**src/shared/cdb_consts.svh**
```systemverilog
// Constants for the cache, DRAM and expansion-bus configuration bank.
// Assumes inclusion by the package and by every design file of the bank.
`ifndef CDB_CONSTS_SVH
`define CDB_CONSTS_SVH

// Register indices; the byte address on the bus is four times the index.
`define CDB_IDX_L2CTL        6'h18
`define CDB_IDX_REFSETUP     6'h19
`define CDB_IDX_STBSETUP     6'h1a
`define CDB_IDX_BANKSPEED    6'h1b
`define CDB_IDX_STATUS       6'h1c

// Writable bit masks; reserved and read-only bits are zero here.
`define CDB_MASK_L2CTL       8'hf3
`define CDB_MASK_REFSETUP    8'hf7
`define CDB_MASK_STBSETUP    8'hdb
`define CDB_MASK_BANKSPEED   8'h1f

// Reset values; bit 7 of the strobe setup register comes from the strap.
`define CDB_RST_L2CTL        8'h00
`define CDB_RST_REFSETUP     8'h00
`define CDB_RST_STBSETUP     8'h00
`define CDB_RST_BANKSPEED    8'h00

// Field positions.
`define CDB_L2_BURST_FAST    7
`define CDB_L2_BUS_WAIT      6
`define CDB_L2_OFF_WAIT      5
`define CDB_L2_WRITE_WAIT    4
`define CDB_L2_HIDDEN_REF    1
`define CDB_L2_STD_REF_OFF   0
`define CDB_STB_START_DELAY  7
`define CDB_STB_CPU_CACHE_OFF 6
`define CDB_STB_FORCE_HIT    4
`define CDB_STB_FORCE_EN     3
`define CDB_STB_DMA_LONG     1
`define CDB_STB_DMA_FAST     0
`define CDB_BS_LOCAL_BUS     4
`define CDB_BS_SPEED         0
`define CDB_ST_TURBO_PIN     3

// Timing counts in clocks.
`define CDB_RAS_ACT_MAX      3'd5
`define CDB_RAS_PRE_MAX      3'd4

// Bus responses.
`define CDB_RESP_OKAY        2'b00
`define CDB_RESP_SLVERR      2'b10

`endif

```
**src/shared/cdb_pkg.sv**
```systemverilog
// Types shared by the configuration bank, its bus slave and its refresh sequencer.
// Assumes the constants header sits beside it.
`include "cdb_consts.svh"
package cdb_pkg;
    typedef enum logic [1:0] {REF_IDLE, REF_ACTIVE, REF_PRECH} cdb_ref_state_t;

    typedef struct packed {
        cdb_ref_state_t state;
        logic [2:0]     actLeft;
        logic [2:0]     preLeft;
        logic [1:0]     actCode;
        logic [1:0]     preCode;
        logic [2:0]     burstLeft;
    } cdb_ref_st_t;

    typedef struct packed {
        logic        awHeld;
        logic [7:0]  awAddr;
        logic        wHeld;
        logic [7:0]  wData;
        logic        wStrb0;
        logic        bvalid;
        logic [1:0]  bresp;
        logic        rvalid;
        logic [31:0] rdata;
        logic [1:0]  rresp;
    } cdb_axi_st_t;

    typedef struct packed {
        logic [7:0] l2Ctl;
        logic [7:0] refSetup;
        logic [7:0] stbSetup;
        logic [7:0] bankSpeed;
        logic [2:0] dmaLine;
        logic       refPending;
        logic       busRefresh;
    } cdb_top_st_t;
endpackage

```
**src/hw/cdb_axil_slave.sv**
```systemverilog
// AXI4-Lite slave front end: one write and one read under way at a time.
// Assumes the owner decodes the word index and returns hit and read data at once.
`timescale 1ns/1ps
`include "cdb_consts.svh"
module cdb_axil_slave
    import cdb_pkg::*;
(
    // Clock and reset.
    input  wire logic        clk_sys,
    input  wire logic        srst,
    // Bus.
    input  wire logic [7:0]  s_axi_awaddr,
    input  wire logic        s_axi_awvalid,
    output logic             s_axi_awready,
    input  wire logic [31:0] s_axi_wdata,
    input  wire logic [3:0]  s_axi_wstrb,
    input  wire logic        s_axi_wvalid,
    output logic             s_axi_wready,
    output logic [1:0]       s_axi_bresp,
    output logic             s_axi_bvalid,
    input  wire logic        s_axi_bready,
    input  wire logic [7:0]  s_axi_araddr,
    input  wire logic        s_axi_arvalid,
    output logic             s_axi_arready,
    output logic [31:0]      s_axi_rdata,
    output logic [1:0]       s_axi_rresp,
    output logic             s_axi_rvalid,
    input  wire logic        s_axi_rready,
    // Register side.
    output logic             wrGo,
    output logic [5:0]       wrIdx,
    output logic [7:0]       wrData,
    output logic             wrLane0,
    input  wire logic        wrHit,
    output logic [5:0]       rdIdx,
    input  wire logic [7:0]  rdData,
    input  wire logic        rdHit
);
    cdb_axi_st_t st;
    cdb_axi_st_t next_st;

    // Address and data are held until both are present; the response blocks new ones.
    assign s_axi_awready = !st.awHeld && !st.bvalid;
    assign s_axi_wready  = !st.wHeld && !st.bvalid;
    assign s_axi_arready = !st.rvalid;
    assign wrGo          = st.awHeld && st.wHeld;
    assign wrIdx         = st.awAddr[7:2];
    assign wrData        = st.wData;
    assign wrLane0       = st.wStrb0;
    assign rdIdx         = s_axi_araddr[7:2];
    assign s_axi_bvalid  = st.bvalid;
    assign s_axi_bresp   = st.bresp;
    assign s_axi_rvalid  = st.rvalid;
    assign s_axi_rdata   = st.rdata;
    assign s_axi_rresp   = st.rresp;

    // Next state of both channels.
    always_comb
    begin
        next_st = st;
        if (s_axi_awvalid && s_axi_awready)
        begin
            next_st.awHeld = 1'b1;
            next_st.awAddr = s_axi_awaddr;
        end
        if (s_axi_wvalid && s_axi_wready)
        begin
            next_st.wHeld  = 1'b1;
            next_st.wData  = s_axi_wdata[7:0];
            next_st.wStrb0 = s_axi_wstrb[0];
        end
        if (wrGo)
        begin
            next_st.awHeld = 1'b0;
            next_st.wHeld  = 1'b0;
            next_st.bvalid = 1'b1;
            next_st.bresp  = wrHit ? `CDB_RESP_OKAY : `CDB_RESP_SLVERR;
        end
        if (st.bvalid && s_axi_bready)
            next_st.bvalid = 1'b0;
        if (s_axi_arvalid && s_axi_arready)
        begin
            next_st.rvalid = 1'b1;
            next_st.rdata  = {24'h00_0000, rdHit ? rdData : 8'h00};
            next_st.rresp  = rdHit ? `CDB_RESP_OKAY : `CDB_RESP_SLVERR;
        end
        else if (st.rvalid && s_axi_rready)
            next_st.rvalid = 1'b0;
        if (srst)
            next_st = '0;
    end

    // State register.
    always_ff @(posedge clk_sys)
    begin
        st <= next_st;
    end
endmodule

```
**src/hw/cdb_refresh_seq.sv**
```systemverilog
// Burst refresh sequencer: row strobe active and precharge phases, repeated per burst.
// Assumes a start pulse only while idle; codes are latched at the start.
`timescale 1ns/1ps
`include "cdb_consts.svh"
module cdb_refresh_seq
    import cdb_pkg::*;
(
    // Clock and reset.
    input  wire logic       clk_sys,
    input  wire logic       srst,
    // Control.
    input  wire logic       start,
    input  wire logic [1:0] actCode,
    input  wire logic [1:0] preCode,
    input  wire logic [2:0] countCode,
    // Status.
    output logic            busy,
    output logic            refStrobe
);
    cdb_ref_st_t st;
    cdb_ref_st_t next_st;

    assign busy      = st.state != REF_IDLE;
    assign refStrobe = st.state == REF_ACTIVE;

    // Phase counters count down the clocks left in the current phase.
    always_comb
    begin
        next_st = st;
        case (st.state)
            REF_IDLE:
                if (start)
                begin
                    next_st.state     = REF_ACTIVE;
                    next_st.actCode   = actCode;
                    next_st.preCode   = preCode;
                    next_st.burstLeft = countCode; // see (RQ9)
                    next_st.actLeft   = `CDB_RAS_ACT_MAX - 3'd1 - {1'b0, actCode}; // see (RQ7)
                end
            REF_ACTIVE:
                if (st.actLeft == 3'd0)
                begin
                    next_st.state   = REF_PRECH;
                    next_st.preLeft = `CDB_RAS_PRE_MAX - 3'd1 - {1'b0, st.preCode}; // see (RQ8)
                end
                else
                    next_st.actLeft = st.actLeft - 3'd1;
            REF_PRECH:
                if (st.preLeft != 3'd0)
                    next_st.preLeft = st.preLeft - 3'd1;
                else if (st.burstLeft == 3'd0)
                    next_st.state = REF_IDLE;
                else
                begin
                    next_st.state     = REF_ACTIVE;
                    next_st.burstLeft = st.burstLeft - 3'd1; // see (RQ9)
                    next_st.actLeft   = `CDB_RAS_ACT_MAX - 3'd1 - {1'b0, st.actCode};
                end
            default:
                next_st.state = REF_IDLE;
        endcase
        if (srst)
            next_st = '0;
    end

    // State register.
    always_ff @(posedge clk_sys)
    begin
        st <= next_st;
    end
endmodule

```
**src/hw/cdb_config_regs.sv**
```systemverilog
// Cache, DRAM and expansion-bus configuration bank with its status register.
// Assumes an AXI4-Lite master on the system clock and pins synchronous to it.
// Function
// (RQ1) Control bit 7 set selects the fast X-2-2-2 cache read burst pattern.
// (RQ2) Control bit 6 set adds one wait state to every expansion-bus cycle.
// (RQ3) Control bit 5 set adds one wait state to DRAM and bus off cycles.
// (RQ4) Control bit 4: cache write wait in write-back, posted-write wait in write-through.
// (RQ5) Control bit 1 set hides burst refresh behind other activity.
// (RQ6) Control bit 0 set stops standard expansion-bus refresh cycles.
// (RQ7) Refresh row strobe width from setup bits 7-6: five, four, three, two clocks.
// (RQ8) Refresh precharge width from setup bits 5-4: four, three, two, one clocks.
// (RQ9) Refresh cycles per burst equal setup bits 2-0 plus one.
// (RQ10) Strobe setup bit 7 delays cycle-start strobe; reset value follows processor strap.
// (RQ11) Strobe setup bit 6 set disables the processor's on-chip cache.
// (RQ12) Setup bits 4-3: bit 3 clear normal, 11 forces hit, 01 forces miss.
// (RQ13) Setup bit 1 makes the DMA delay line three cycles, else two.
// (RQ14) Setup bit 0 selects fast DMA on processor clock, else bus clock.
// (RQ15) Bank bits 3, 2, 1 each disable their own row strobe output.
// (RQ16) Turbo speed when turbo pin status and software speed bit differ.
// (RQ17) Status bit 3 shows the live turbo pin level.
// (RQ18) Status bits 2-0 return a fixed chip version code.
// (RQ19) Bank bit 4 set enables local bus cycle support; cleared at reset.
// (RQ20) Read-only and reserved bits ignore writes; others take reset values.
`timescale 1ns/1ps
`include "cdb_consts.svh"
module cdb_config_regs
    import cdb_pkg::*;
#(
    parameter logic [2:0] VERSION_ID = 3'h5 // Arbitrary value.
)
(
    // Clock and reset.
    input  wire logic        clk_sys,
    input  wire logic        srst,
    // Register bus.
    input  wire logic [7:0]  s_axi_awaddr,
    input  wire logic        s_axi_awvalid,
    output logic             s_axi_awready,
    input  wire logic [31:0] s_axi_wdata,
    input  wire logic [3:0]  s_axi_wstrb,
    input  wire logic        s_axi_wvalid,
    output logic             s_axi_wready,
    output logic [1:0]       s_axi_bresp,
    output logic             s_axi_bvalid,
    input  wire logic        s_axi_bready,
    input  wire logic [7:0]  s_axi_araddr,
    input  wire logic        s_axi_arvalid,
    output logic             s_axi_arready,
    output logic [31:0]      s_axi_rdata,
    output logic [1:0]       s_axi_rresp,
    output logic             s_axi_rvalid,
    input  wire logic        s_axi_rready,
    // System inputs.
    input  wire logic        cpuNewGen,
    input  wire logic        l2WriteBack,
    input  wire logic        turboPin,
    input  wire logic        refreshRequest,
    input  wire logic        dmaReqIn,
    input  wire logic [3:0]  rowStrobeReq,
    // Cache controls.
    output logic             cacheBurstFast,
    output logic             cacheWriteWait,
    output logic             postedWriteWait,
    output logic             forceHit,
    output logic             forceMiss,
    output logic             cpuCacheDisable,
    output logic             cycleStartDelay,
    // Bus and DRAM controls.
    output logic             busExtraWait,
    output logic             offCycleWait,
    output logic             busRefreshPulse,
    output logic             refreshBusy,
    output logic             refreshHoldCpu,
    output logic [3:0]       rowStrobe,
    output logic             localBusEnable,
    output logic             turboSpeed,
    // DMA controls.
    output logic             dmaReqDelayed,
    output logic             dmaClkFromCpu
);
    cdb_top_st_t st;
    cdb_top_st_t next_st;
    logic        wrGo;
    logic [5:0]  wrIdx;
    logic [7:0]  wrData;
    logic        wrLane0;
    logic        wrHit;
    logic [5:0]  rdIdx;
    logic [7:0]  rdData;
    logic        rdHit;
    logic        refStart;
    logic        refStrobe;
    logic [7:0]  statusValue;

    // Bus front end; it answers two cycles after both write halves are taken, one cycle after the read address.
    cdb_axil_slave u_slave (
        .clk_sys       (clk_sys),
        .srst          (srst),
        .s_axi_awaddr  (s_axi_awaddr),
        .s_axi_awvalid (s_axi_awvalid),
        .s_axi_awready (s_axi_awready),
        .s_axi_wdata   (s_axi_wdata),
        .s_axi_wstrb   (s_axi_wstrb),
        .s_axi_wvalid  (s_axi_wvalid),
        .s_axi_wready  (s_axi_wready),
        .s_axi_bresp   (s_axi_bresp),
        .s_axi_bvalid  (s_axi_bvalid),
        .s_axi_bready  (s_axi_bready),
        .s_axi_araddr  (s_axi_araddr),
        .s_axi_arvalid (s_axi_arvalid),
        .s_axi_arready (s_axi_arready),
        .s_axi_rdata   (s_axi_rdata),
        .s_axi_rresp   (s_axi_rresp),
        .s_axi_rvalid  (s_axi_rvalid),
        .s_axi_rready  (s_axi_rready),
        .wrGo          (wrGo),
        .wrIdx         (wrIdx),
        .wrData        (wrData),
        .wrLane0       (wrLane0),
        .wrHit         (wrHit),
        .rdIdx         (rdIdx),
        .rdData        (rdData),
        .rdHit         (rdHit)
    );

    // Burst refresh engine; codes are latched when a burst starts.
    cdb_refresh_seq u_refresh (
        .clk_sys   (clk_sys),
        .srst      (srst),
        .start     (refStart),
        .actCode   (st.refSetup[7:6]),
        .preCode   (st.refSetup[5:4]),
        .countCode (st.refSetup[2:0]),
        .busy      (refreshBusy),
        .refStrobe (refStrobe)
    );

    // Status is never stored, so the pin level is seen without delay.
    assign statusValue = {4'h0, turboPin, VERSION_ID}; // see (RQ17) see (RQ18)

    // Write decode; the status register is mapped but takes nothing.
    assign wrHit = (wrIdx >= `CDB_IDX_L2CTL) && (wrIdx <= `CDB_IDX_STATUS);

    // Read decode; reserved bits read zero because they are never stored.
    always_comb
    begin
        rdHit  = 1'b1;
        rdData = 8'h00;
        case (rdIdx)
            `CDB_IDX_L2CTL:     rdData = st.l2Ctl;
            `CDB_IDX_REFSETUP:  rdData = st.refSetup;
            `CDB_IDX_STBSETUP:  rdData = st.stbSetup;
            `CDB_IDX_BANKSPEED: rdData = st.bankSpeed;
            `CDB_IDX_STATUS:    rdData = statusValue;
            default:            rdHit  = 1'b0;
        endcase
    end

    // A pending request starts a burst as soon as the engine is idle.
    assign refStart = st.refPending && !refreshBusy;

    // Register state; the strap is caught while reset is held, so it follows the part.
    always_comb
    begin
        next_st            = st;
        next_st.busRefresh = refreshRequest && !st.l2Ctl[`CDB_L2_STD_REF_OFF]; // see (RQ6)
        next_st.dmaLine    = {st.dmaLine[1:0], dmaReqIn};
        // A new request in the start cycle stays pending, so none is lost.
        if (refStart)
            next_st.refPending = 1'b0;
        if (refreshRequest)
            next_st.refPending = 1'b1;
        if (wrGo && wrLane0)
        begin
            // Only writable bits change; the rest keep their values.
            case (wrIdx)
                `CDB_IDX_L2CTL:
                    next_st.l2Ctl = wrData & `CDB_MASK_L2CTL; // see (RQ20)
                `CDB_IDX_REFSETUP:
                    next_st.refSetup = wrData & `CDB_MASK_REFSETUP; // see (RQ20)
                `CDB_IDX_STBSETUP:
                    next_st.stbSetup = wrData & `CDB_MASK_STBSETUP; // see (RQ20)
                `CDB_IDX_BANKSPEED:
                    next_st.bankSpeed = wrData & `CDB_MASK_BANKSPEED; // see (RQ20)
                default:
                    next_st.l2Ctl = st.l2Ctl;
            endcase
        end
        if (srst)
        begin
            next_st           = '0;
            next_st.l2Ctl     = `CDB_RST_L2CTL;
            next_st.refSetup  = `CDB_RST_REFSETUP;
            next_st.stbSetup  = `CDB_RST_STBSETUP;
            next_st.bankSpeed = `CDB_RST_BANKSPEED; // see (RQ19) see (RQ20)
            next_st.stbSetup[`CDB_STB_START_DELAY] = cpuNewGen; // see (RQ10)
        end
    end

    // State register.
    always_ff @(posedge clk_sys)
    begin
        st <= next_st;
    end

    // Cache controls.
    assign cacheBurstFast  = st.l2Ctl[`CDB_L2_BURST_FAST]; // see (RQ1)
    assign cacheWriteWait  = st.l2Ctl[`CDB_L2_WRITE_WAIT] && l2WriteBack; // see (RQ4)
    assign postedWriteWait = st.l2Ctl[`CDB_L2_WRITE_WAIT] && !l2WriteBack; // see (RQ4)
    assign forceHit        = st.stbSetup[`CDB_STB_FORCE_EN]
                             && st.stbSetup[`CDB_STB_FORCE_HIT]; // see (RQ12)
    assign forceMiss       = st.stbSetup[`CDB_STB_FORCE_EN]
                             && !st.stbSetup[`CDB_STB_FORCE_HIT]; // see (RQ12)
    assign cpuCacheDisable = st.stbSetup[`CDB_STB_CPU_CACHE_OFF]; // see (RQ11)
    assign cycleStartDelay = st.stbSetup[`CDB_STB_START_DELAY]; // see (RQ10)

    // Bus and DRAM controls.
    assign busExtraWait    = st.l2Ctl[`CDB_L2_BUS_WAIT]; // see (RQ2)
    assign offCycleWait    = st.l2Ctl[`CDB_L2_OFF_WAIT]; // see (RQ3)
    assign busRefreshPulse = st.busRefresh; // see (RQ6)
    // Without hiding, the processor is held off for the whole burst.
    assign refreshHoldCpu  = refreshBusy && !st.l2Ctl[`CDB_L2_HIDDEN_REF]; // see (RQ5)
    assign localBusEnable  = st.bankSpeed[`CDB_BS_LOCAL_BUS]; // see (RQ19)
    assign turboSpeed      = turboPin ^ st.bankSpeed[`CDB_BS_SPEED]; // see (RQ16)

    // Row strobes: bank 0 has no disable bit, banks 1 to 3 are gated by theirs.
    genvar gi;
    generate
        for (gi = 0; gi < 4; gi++)
        begin : g_bank
            if (gi == 0)
            begin : g_always
                assign rowStrobe[gi] = rowStrobeReq[gi] || refStrobe;
            end
            else
            begin : g_gated
                assign rowStrobe[gi] = (rowStrobeReq[gi] || refStrobe)
                                       && !st.bankSpeed[gi]; // see (RQ15)
            end
        end
    endgenerate

    // DMA delay line taps the shift chain at two or three clocks.
    assign dmaReqDelayed = st.stbSetup[`CDB_STB_DMA_LONG] ? st.dmaLine[2]
                                                          : st.dmaLine[1]; // see (RQ13)
    assign dmaClkFromCpu = st.stbSetup[`CDB_STB_DMA_FAST]; // see (RQ14)
endmodule

```
**config.mk**
```make
export PLATFORM = sky130hd
export DESIGN_NAME = cdb_config_regs
export DESIGN_NICKNAME = d
export VERILOG_FILES = /design/src/shared/cdb_pkg.sv /design/src/hw/cdb_axil_slave.sv /design/src/hw/cdb_refresh_seq.sv /design/src/hw/cdb_config_regs.sv
export VERILOG_INCLUDE_DIRS = /design/src /design/src/shared
export SDC_FILE = /design/constraint.sdc
export NUM_CORES = 1
export LEC_CHECK = 0
export BUFFER_PORTS_ARGS = -buffer_cell sky130_fd_sc_hd__buf_2
export CORE_UTILIZATION = 40
export DETAILED_ROUTE_END_ITERATION = 10
export HOLD_SLACK_MARGIN = 0.1
export PLACE_DENSITY = 0.75
export SYNTH_ARGS = -nofsm -noshare
export SYNTH_HDL_FRONTEND = slang
export SYNTH_SLANG_ARGS = --single-unit
export TNS_END_PERCENT = 20
```
**constraint.sdc**
```tcl
create_clock -name clk_sys -period 1.7 [get_ports clk_sys]
set_input_delay 0.34 -clock clk_sys [delete_from_list [all_inputs] [get_ports clk_sys]]
set_output_delay 0.34 -clock clk_sys [all_outputs]
set_load 0.02 [all_outputs]
```
==> results.sh, run 1 <==
export IMPL_finalSetupViolations=0
export IMPL_report_final_slew_viol_count=0
export IMPL_fin_nets=587
export IMPL_postPlaceCellArea_sq_mm=0.004105
export IMPL_synth_top_family_by_area="simple AND/OR/NAND/NOR gates"
export IMPL_p_per_area_mw_per_mm2=1314
export IMPL_clk_pin_slew_ns=0.08
export IMPL_period_needed_ns=1.673
export IMPL_leakage_nw=1.961
export IMPL_violations="DRC"
export IMPL_cp_start_kind="flop"
export IMPL_final_seq_area_sq_mm=0.001476
export IMPL_vias=3147
export IMPL_synthCells=422
export IMPL_maxSlewHeadroom_pct=66.63
export IMPL_dieWidth_microns=97.64
export IMPL_synth_top_area_cell="dfxtp_1"
export IMPL_tritoncts="yes"
export IMPL_post_place_ws_ns=-0.08061
export IMPL_netlist_cell_type_count=51
export IMPL_fp_dieH_microns=97.64
export IMPL_startpoint="u_refresh.st[14]$_SDFFE_PP0P_"
export IMPL_worst_endpoint_arrival_ns=1.33
export IMPL_mostFrequentLayoutCells="dfxtp_1, buf_2, nand2_1"
export IMPL_vias_per_cell=5.068
export IMPL_reg2reg_depth=7
export IMPL_synthTopCellsByArea="dfxtp_1, mux2i_1, buf_4"
export IMPL_antenna_found_initial=0
export IMPL_rsz0062_at_grt="yes"
export IMPL_synth_seq_area_share_pct=40.22
export IMPL_grt_pass1_wl_mm=13.86
export IMPL_min_to="u_slave.s_axi_rvalid$_SDFFE_PP0P_"
export IMPL_cp_end_kind="primary output"
export IMPL_grt_overflow_total=0
export IMPL_numPlacedInstances=597
export IMPL_critPathKind="flop to primary output"
export IMPL_max_freq_mhz=597.7
export IMPL_io_pins=129
export IMPL_h_tree_depth=3
export IMPL_synth_edf_count=1
export IMPL_ir_drop_mv=0.6719
export IMPL_wl_mm=8.629
export IMPL_cts_root_buf="clkbuf_8"
export IMPL_finalSetupTns_ns=0
export IMPL_portBuffers=71
export IMPL_start_util_pct=41.55
export IMPL_num_antenna_cells=0
export IMPL_cts_buffer_depth=2
export IMPL_drtIter0Drc=229
export IMPL_synth_seq_cells=73
export IMPL_drtPass1Iterations=8
export IMPL_hold_path_class="primary input to flop"
export IMPL_async_reset_ff_share_pct=0
export IMPL_fin_ws_ns=0.02680
export IMPL_yosysTopAreaCellShare_pct=39.40
export IMPL_run_status="finished, violations left"
export IMPL_rr_endpoint="u_refresh.st[13]$_SDFFE_PP0P_"
export IMPL_cp_required_ns=1.36
export IMPL_insertion_delay_ns=0.34
export IMPL_fin_area_sq_mm=0.004484
export IMPL_fp_dieArea_sq_mm=0.009533
export IMPL_core_area_sq_mm=0.008806
export IMPL_gp_congestion=0.8165
export IMPL_grt_max_degree=35
export IMPL_drc=18
export IMPL_multiInputGateArea_sq_mm=0.001937
export IMPL_synth_compound_area_share_pct=11.73
export IMPL_synth_mux_area_share_pct=11.42
export IMPL_ant_nets=0
export IMPL_area_growth_pct=22.57
export IMPL_reg2reg_from="u_refresh.st[7]$_SDFFE_PP0P_"
export IMPL_hpwl_mm=6.240
export IMPL_ys_flop_type="dfxtp_1"
export IMPL_syn_area_sq_mm=0.003659
export IMPL_hold_ws_ns=0.1803
export IMPL_avgSynthCellArea_sq_um=8.669
export IMPL_drv_cap=0
export IMPL_synth_warnings=0
export IMPL_first_global_vias=2903
export IMPL_track_usage_pct=18.15
export IMPL_r2r_slack_ns=0.07
export IMPL_clkSinkCount=73
export IMPL_avgRoutedWirePerCell_microns=13.90
export IMPL_fillers=815
export IMPL_postCtsHoldBufs=0
export IMPL_fin_worst_skew_ns=0.009741
export IMPL_fin_crit_sh_pct=98.42
export IMPL_row_count=34
export IMPL_cp_max_fo=6
export IMPL_worst_slew_pin_slew_ns=0.4992
export IMPL_drive_gt1_share_pct=29.43
export IMPL_hold_depth=2
export IMPL_synthSimpleGateAreaFrac_pct=20.52
export IMPL_hold_violations=0
export IMPL_instances_no_fill=621
export IMPL_layout_commonest_cell="dfxtp_1"
export IMPL_numCtsBuffers=9
export IMPL_hp_start="s_axi_rready"
export IMPL_synth_adder_area_share_pct=3.762
export IMPL_synth_xor_area_share_pct=0.2394
## power by group
group,internal [mW],total (mW),switching [mW],leakage (nW)
combinational,1.24,2.58,1.34,1.27
sequential,1.87,1.97,0.103,0.597
clock,0.713,1.34,0.631,0.0953
total,3.82,5.89,2.07,1.96
## worst max-delay path by stage
stage                                    endpoint  slack [ns]  cells after the start
floorplan           u_refresh.st[11]$_SDFFE_PP0P_        0.02                      8
global placement    u_refresh.st[11]$_SDFFE_PP0P_      -0.001                      6
detailed placement   u_refresh.st[7]$_SDFFE_PP0P_       -0.08                      6
CTS                                refreshHoldCpu       -0.06                      5
global route                         rowStrobe[3]       -0.03                      6
finish                               rowStrobe[3]        0.03                      6
## layout make-up
cell class	instances	area share (%)
repair buffers	107	14.73
clock inverters	5	1.228
multi-input cells	296	43.19
inverters	21	1.758
clock buffers	11	3.153
well taps	108	3.013
flip-flops and latches	73	32.92
## state kept, by name (all words and copies together), names as in the netlist, 2 cells and up
register             count
u_slave.s_axi_rdata      8
u_slave.wrIdx            6
u_slave.wrData           8
st                      21
u_slave.st               2
u_refresh.st            15
## layer usage
metal  track usage, %  share of wire, %  vias to the layer above
li1                 -                 -                     1541
met1            23.09                46                     1480
met2            29.57                47                      115
met3            4.101               5.0                       11
met4            7.576               1.9                        0
met5                0                 0                        -
## cells by family (layout without fill, tap and decap cells)
group	after synthesis	after routing
simple gates	149	149
buf+inv	78	144
flops	73	73
compound gates	70	70
mux	39	39
fa+ha+maj	11	11
other cells	1	26
xor+xnor	1	1
## cell usage after synthesis, drive strengths merged, types with 2 or more instances
cell type / n
a211oi: 2
a21o: 2
a21oi: 29
a221oi: 3
a22oi: 6
a311oi: 3
a31oi: 2
and2: 5
and4b: 2
buf: 41
clkbuf: 16
dfxtp: 72
ha: 11
inv: 20
mux2: 2
mux2i: 35
mux4: 2
nand2: 58
nand2b: 7
nand3: 14
nand3b: 5
nand4: 2
nand4b: 2
nor2: 33
nor2b: 7
nor3: 5
o21ai: 15
o21bai: 2
o2bb2ai: 2
or2: 2
or4: 2
## timing repair
item                                    4_1_cts  5_1_grt
endpoints found under the setup margin       14       14
gates cloned                                  0        1
setup buffers                                 5        3
gates resized for setup                      21       14
pin swaps                                     4        4
## metrics by stage
step	power (mW)	utilization, %
5_1_grt	6.239	50.92
6_report	5.894	50.92
2_1_floorplan	3.295	-
3_5_place_dp	3.947	46.62
4_1_cts	5.620	50.16
3_3_place_gp	3.858	46.62
## worst max-delay path, stage by stage (launching register included)
cell     delay [ns]
dfxtp_2        0.33
inv_2          0.09
ha_4           0.20
buf_12         0.12
nor2_2         0.03
nor2_1         0.08
buf_4          0.15
Note: power is estimated with default switching activity, not from simulation.
==> run 2: changes to the inputs <==
- ABC_AREA: not set -> 1
==> run 2 against run 1 <==
The flow now finishes without violations. Cell count is 6.6% higher. Wire length is 7.9% lower. Critical path depth stayed put. Sequential cell count stayed put. Register-to-register slack better by 0.02 ns. Global-route usage is 0.91 points lower. Design area is 6.4% lower. Sequential share of layout area is 2.2 points higher. Total power is 17% lower. Clock power is 3% lower. First-iteration DRC count is 41% lower. Clock skew is 0.0038 ns lower. Critical endpoint is now rowStrobe[2].
==> results.sh, run 2 <==
export IMPL_run_status="completed"
export IMPL_yosysTopAreaCellShare_pct=39.77
export IMPL_ys_flop_type="dfxtp_1"
export IMPL_row_count=34
export IMPL_cts_buffer_depth=2
export IMPL_instances_no_fill=662
export IMPL_drtIter0Drc=134
export IMPL_critPathKind="flop to primary output"
export IMPL_switching_share_pct=34.58
export IMPL_crit_path_top_delay_cell="dfxtp_2"
export IMPL_clkSinkCount=73
export IMPL_finalSetupViolations=0
export IMPL_syn_area_sq_mm=0.003625
export IMPL_cpPeakStageDelay_ns=0.32
export IMPL_fp_dieArea_sq_mm=0.009447
export IMPL_avgRoutedWirePerCell_microns=12.00
export IMPL_p_per_area_mw_per_mm2=1171
export IMPL_leakage_nw=1.931
export IMPL_synth_top_family_by_area="simple AND/OR/NAND/NOR gates"
export IMPL_clkPwrFrac_pct=26.5
export IMPL_synth_edf_count=1
export IMPL_reg_top3="st x21, u_refresh.st x15"
export IMPL_num_antenna_cells=0
export IMPL_layout_commonest_cell="dfxtp_1"
export IMPL_wl_mm=7.947
export IMPL_synthCells=486
export IMPL_fin_nets=629
export IMPL_hold_path_class="primary input to flop"
export IMPL_fp_dieH_microns=97.20
export IMPL_hold_depth=2
export IMPL_combPwrFrac_pct=32.6
export IMPL_numPlacedInstances=646
export IMPL_postCtsHoldBufs=0
export IMPL_mostFrequentLayoutCells="dfxtp_1, buf_2, nor2_1"
export IMPL_max_freq_mhz=588.5
export IMPL_vias_per_cell=4.838
export IMPL_synth_mux_area_share_pct=0.5523
export IMPL_grt_overflow_total=0
export IMPL_clk_pin_slew_ns=0.07
export IMPL_io_pins=129
export IMPL_hold_ws_ns=0.1858
export IMPL_grt_max_degree=39
export IMPL_cp_start_kind="flop"
export IMPL_min_to="u_slave.s_axi_bvalid$_SDFFE_PP0P_"
export IMPL_hp_start="s_axi_bready"
export IMPL_crit_chain="buf_6 -> ha_4 -> buf_6 -> nor2_2 -> nor2_1 -> buf_4"
export IMPL_netlist_cell_type_count=35
export IMPL_drive_gt1_share_pct=23.10
export IMPL_p_sw_mw=1.700
export IMPL_synth_compound_area_share_pct=18.26
export IMPL_crit_top_cell="buf_6"
export IMPL_drtPass1Iterations=4
export IMPL_internal_power_mw=3.217
export IMPL_insertion_delay_ns=0.34
export IMPL_numCtsBuffers=9
export IMPL_tritoncts="yes"
export IMPL_drc=0
export IMPL_track_usage_pct=17.24
export IMPL_reg2reg_depth=8
export IMPL_fillers=852
export IMPL_core_area_sq_mm=0.008763
export IMPL_cts_root_buf="clkbuf_8"
export IMPL_rsz0062_at_grt="yes"
export IMPL_ir_drop_mv=0.3997
export IMPL_report_final_slew_viol_count=0
export IMPL_path_buf_inv=3
export IMPL_gp_congestion=0.8359
export IMPL_regMostFlops="st"
export IMPL_hold_violations=0
export IMPL_cp_required_ns=1.36
export IMPL_async_reset_ff_share_pct=0
export IMPL_cp_end_kind="primary output"
export IMPL_start_util_pct=41.36
export IMPL_period_needed_ns=1.699
export IMPL_synth_warnings=0
export IMPL_yosys_top_cells_count="dfxtp_1, nor2_1, nand2_1, o21ai_0, inv_1"
export IMPL_hpwl_mm=5.974
export IMPL_synthSimpleGateAreaFrac_pct=20.43
export IMPL_finalCoreUtilization_pct=47.90
export IMPL_antenna_found_initial=0
export IMPL_synth_top_area_cell="dfxtp_1"
export IMPL_vias=3203
export IMPL_avgSynthCellArea_sq_um=7.458
export IMPL_cp_top_family="buffers and inverters"
export IMPL_reg2reg_from="u_refresh.st[7]$_SDFFE_PP0P_"
export IMPL_cp_max_fo=5
export IMPL_rr_endpoint="u_refresh.st[1]$_SDFFE_PP0P_"
export IMPL_pwr_share_seq_pct=40.9
export IMPL_synth_xor_area_share_pct=0.7249
export IMPL_largest_reg_flops=21
export IMPL_first_global_vias=2923
export IMPL_area_growth_pct=15.81
export IMPL_post_place_ws_ns=-0.006695
export IMPL_drv_cap=0
export IMPL_worst_endpoint_arrival_ns=1.36
export IMPL_synth_seq_cells=73
export IMPL_synthTopCellsByArea="dfxtp_1, buf_4, o21ai_0"
export IMPL_yosysMostFrequentCell="dfxtp_1"
export IMPL_fin_worst_skew_ns=0.005991
export IMPL_fin_crit_sh_pct=99.95
export IMPL_dieWidth_microns=97.20
export IMPL_ant_nets=0
export IMPL_synth_seq_area_share_pct=40.59
export IMPL_fin_ws_ns=0.0008089
export IMPL_r2r_slack_ns=0.09
export IMPL_grt_pass1_wl_mm=13.26
export IMPL_h_tree_depth=3
export IMPL_synth_adder_area_share_pct=3.797
export IMPL_portBuffers=71
run 2: worst max path at each step:
| stage | from | depth (start not counted) | to | slack, ns |
|---|---|---|---|---|
| 6_report | u_refresh.st[13]$_SDFFE_PP0P_ | 6 | rowStrobe[2] | 0.0008 |
| 4_1_cts | u_refresh.st[13]$_SDFFE_PP0P_ | 6 | rowStrobe[2] | -0.02 |
| 3_5_place_dp | u_refresh.st[13]$_SDFFE_PP0P_ | 8 | u_refresh.st[11]$_SDFFE_PP0P_ | -0.007 |
| 2_1_floorplan | u_refresh.st[13]$_SDFFE_PP0P_ | 9 | u_refresh.st[11]$_SDFFE_PP0P_ | 0.12 |
| 5_1_grt | u_refresh.st[7]$_SDFFE_PP0P_ | 8 | u_refresh.st[8]$_SDFFE_PP0P_ | -0.08 |
| 3_3_place_gp | u_refresh.st[13]$_SDFFE_PP0P_ | 8 | u_refresh.st[11]$_SDFFE_PP0P_ | 0.04 |
run 2: per-stage QoR:
| step | instance area (sq um) | TNS, ns | total power, mW |
|---|---|---|---|
| 2_1_floorplan | 3719 | 0 | 3.136 |
| 3_3_place_gp | 3930 | 0 | 3.419 |
| 3_5_place_dp | 3930 | -0.006695 | 3.488 |
| 4_1_cts | 4174 | -0.03638 | 4.880 |
| 5_1_grt | 4198 | -0.2787 | 5.238 |
| 6_report | 4198 | 0 | 4.917 |
run 2: kinds of logic (layout without fill, tap and decap cells):
group                      after synthesis  in the layout
AOI/OAI and AO/OA                      121            121
xor gates and xnor gates                 3              3
adders and majority gates               11             11
buffers and inverters                  108            151
DFF                                     73             73
muxes                                    2              2
other                                    1             26
and+or+nand+nor                        167            167
run 2: power groups by stage:
stage          logic, mW  clock network (mW)  registers, mW
6_report            1.60                1.30           2.01
5_1_grt             1.81                1.40           2.03
4_1_cts             1.55                1.33           2.00
3_5_place_dp        1.46                   0           2.03
3_3_place_gp        1.40                   0           2.02
2_1_floorplan       1.12                   0           2.02
run 2: routing by layer:
metal  routed length (microns)  global-route usage (%)  vias to the layer above
met5                         0                       0                        -
met4                       109                   5.741                        0
met3                       433                   4.532                       12
met2                      3721                   28.06                      106
met1                      3683                   22.12                     1438
li1                          -                       -                     1647
run 2: what timing repair did:
action / 4_1_cts / 5_1_grt
buffers inserted: 1 / 0
setup endpoints to repair: 6 / 14
resized for setup: 16 / 9
pin swaps: 4 / 2
run 2: final cells by class:
cell class / instances / area [sq um] / area share [%]
Multi-Input combinational cell: 330 / 1730 / 41.22
Sequential cell: 73 / 1476 / 35.17
Timing Repair Buffer: 80 / 456.7 / 10.88
Inverter: 56 / 211.5 / 5.037
Clock buffer: 12 / 145.1 / 3.458
Tap cell: 108 / 135.1 / 3.219
Clock inverter: 3 / 42.54 / 1.013
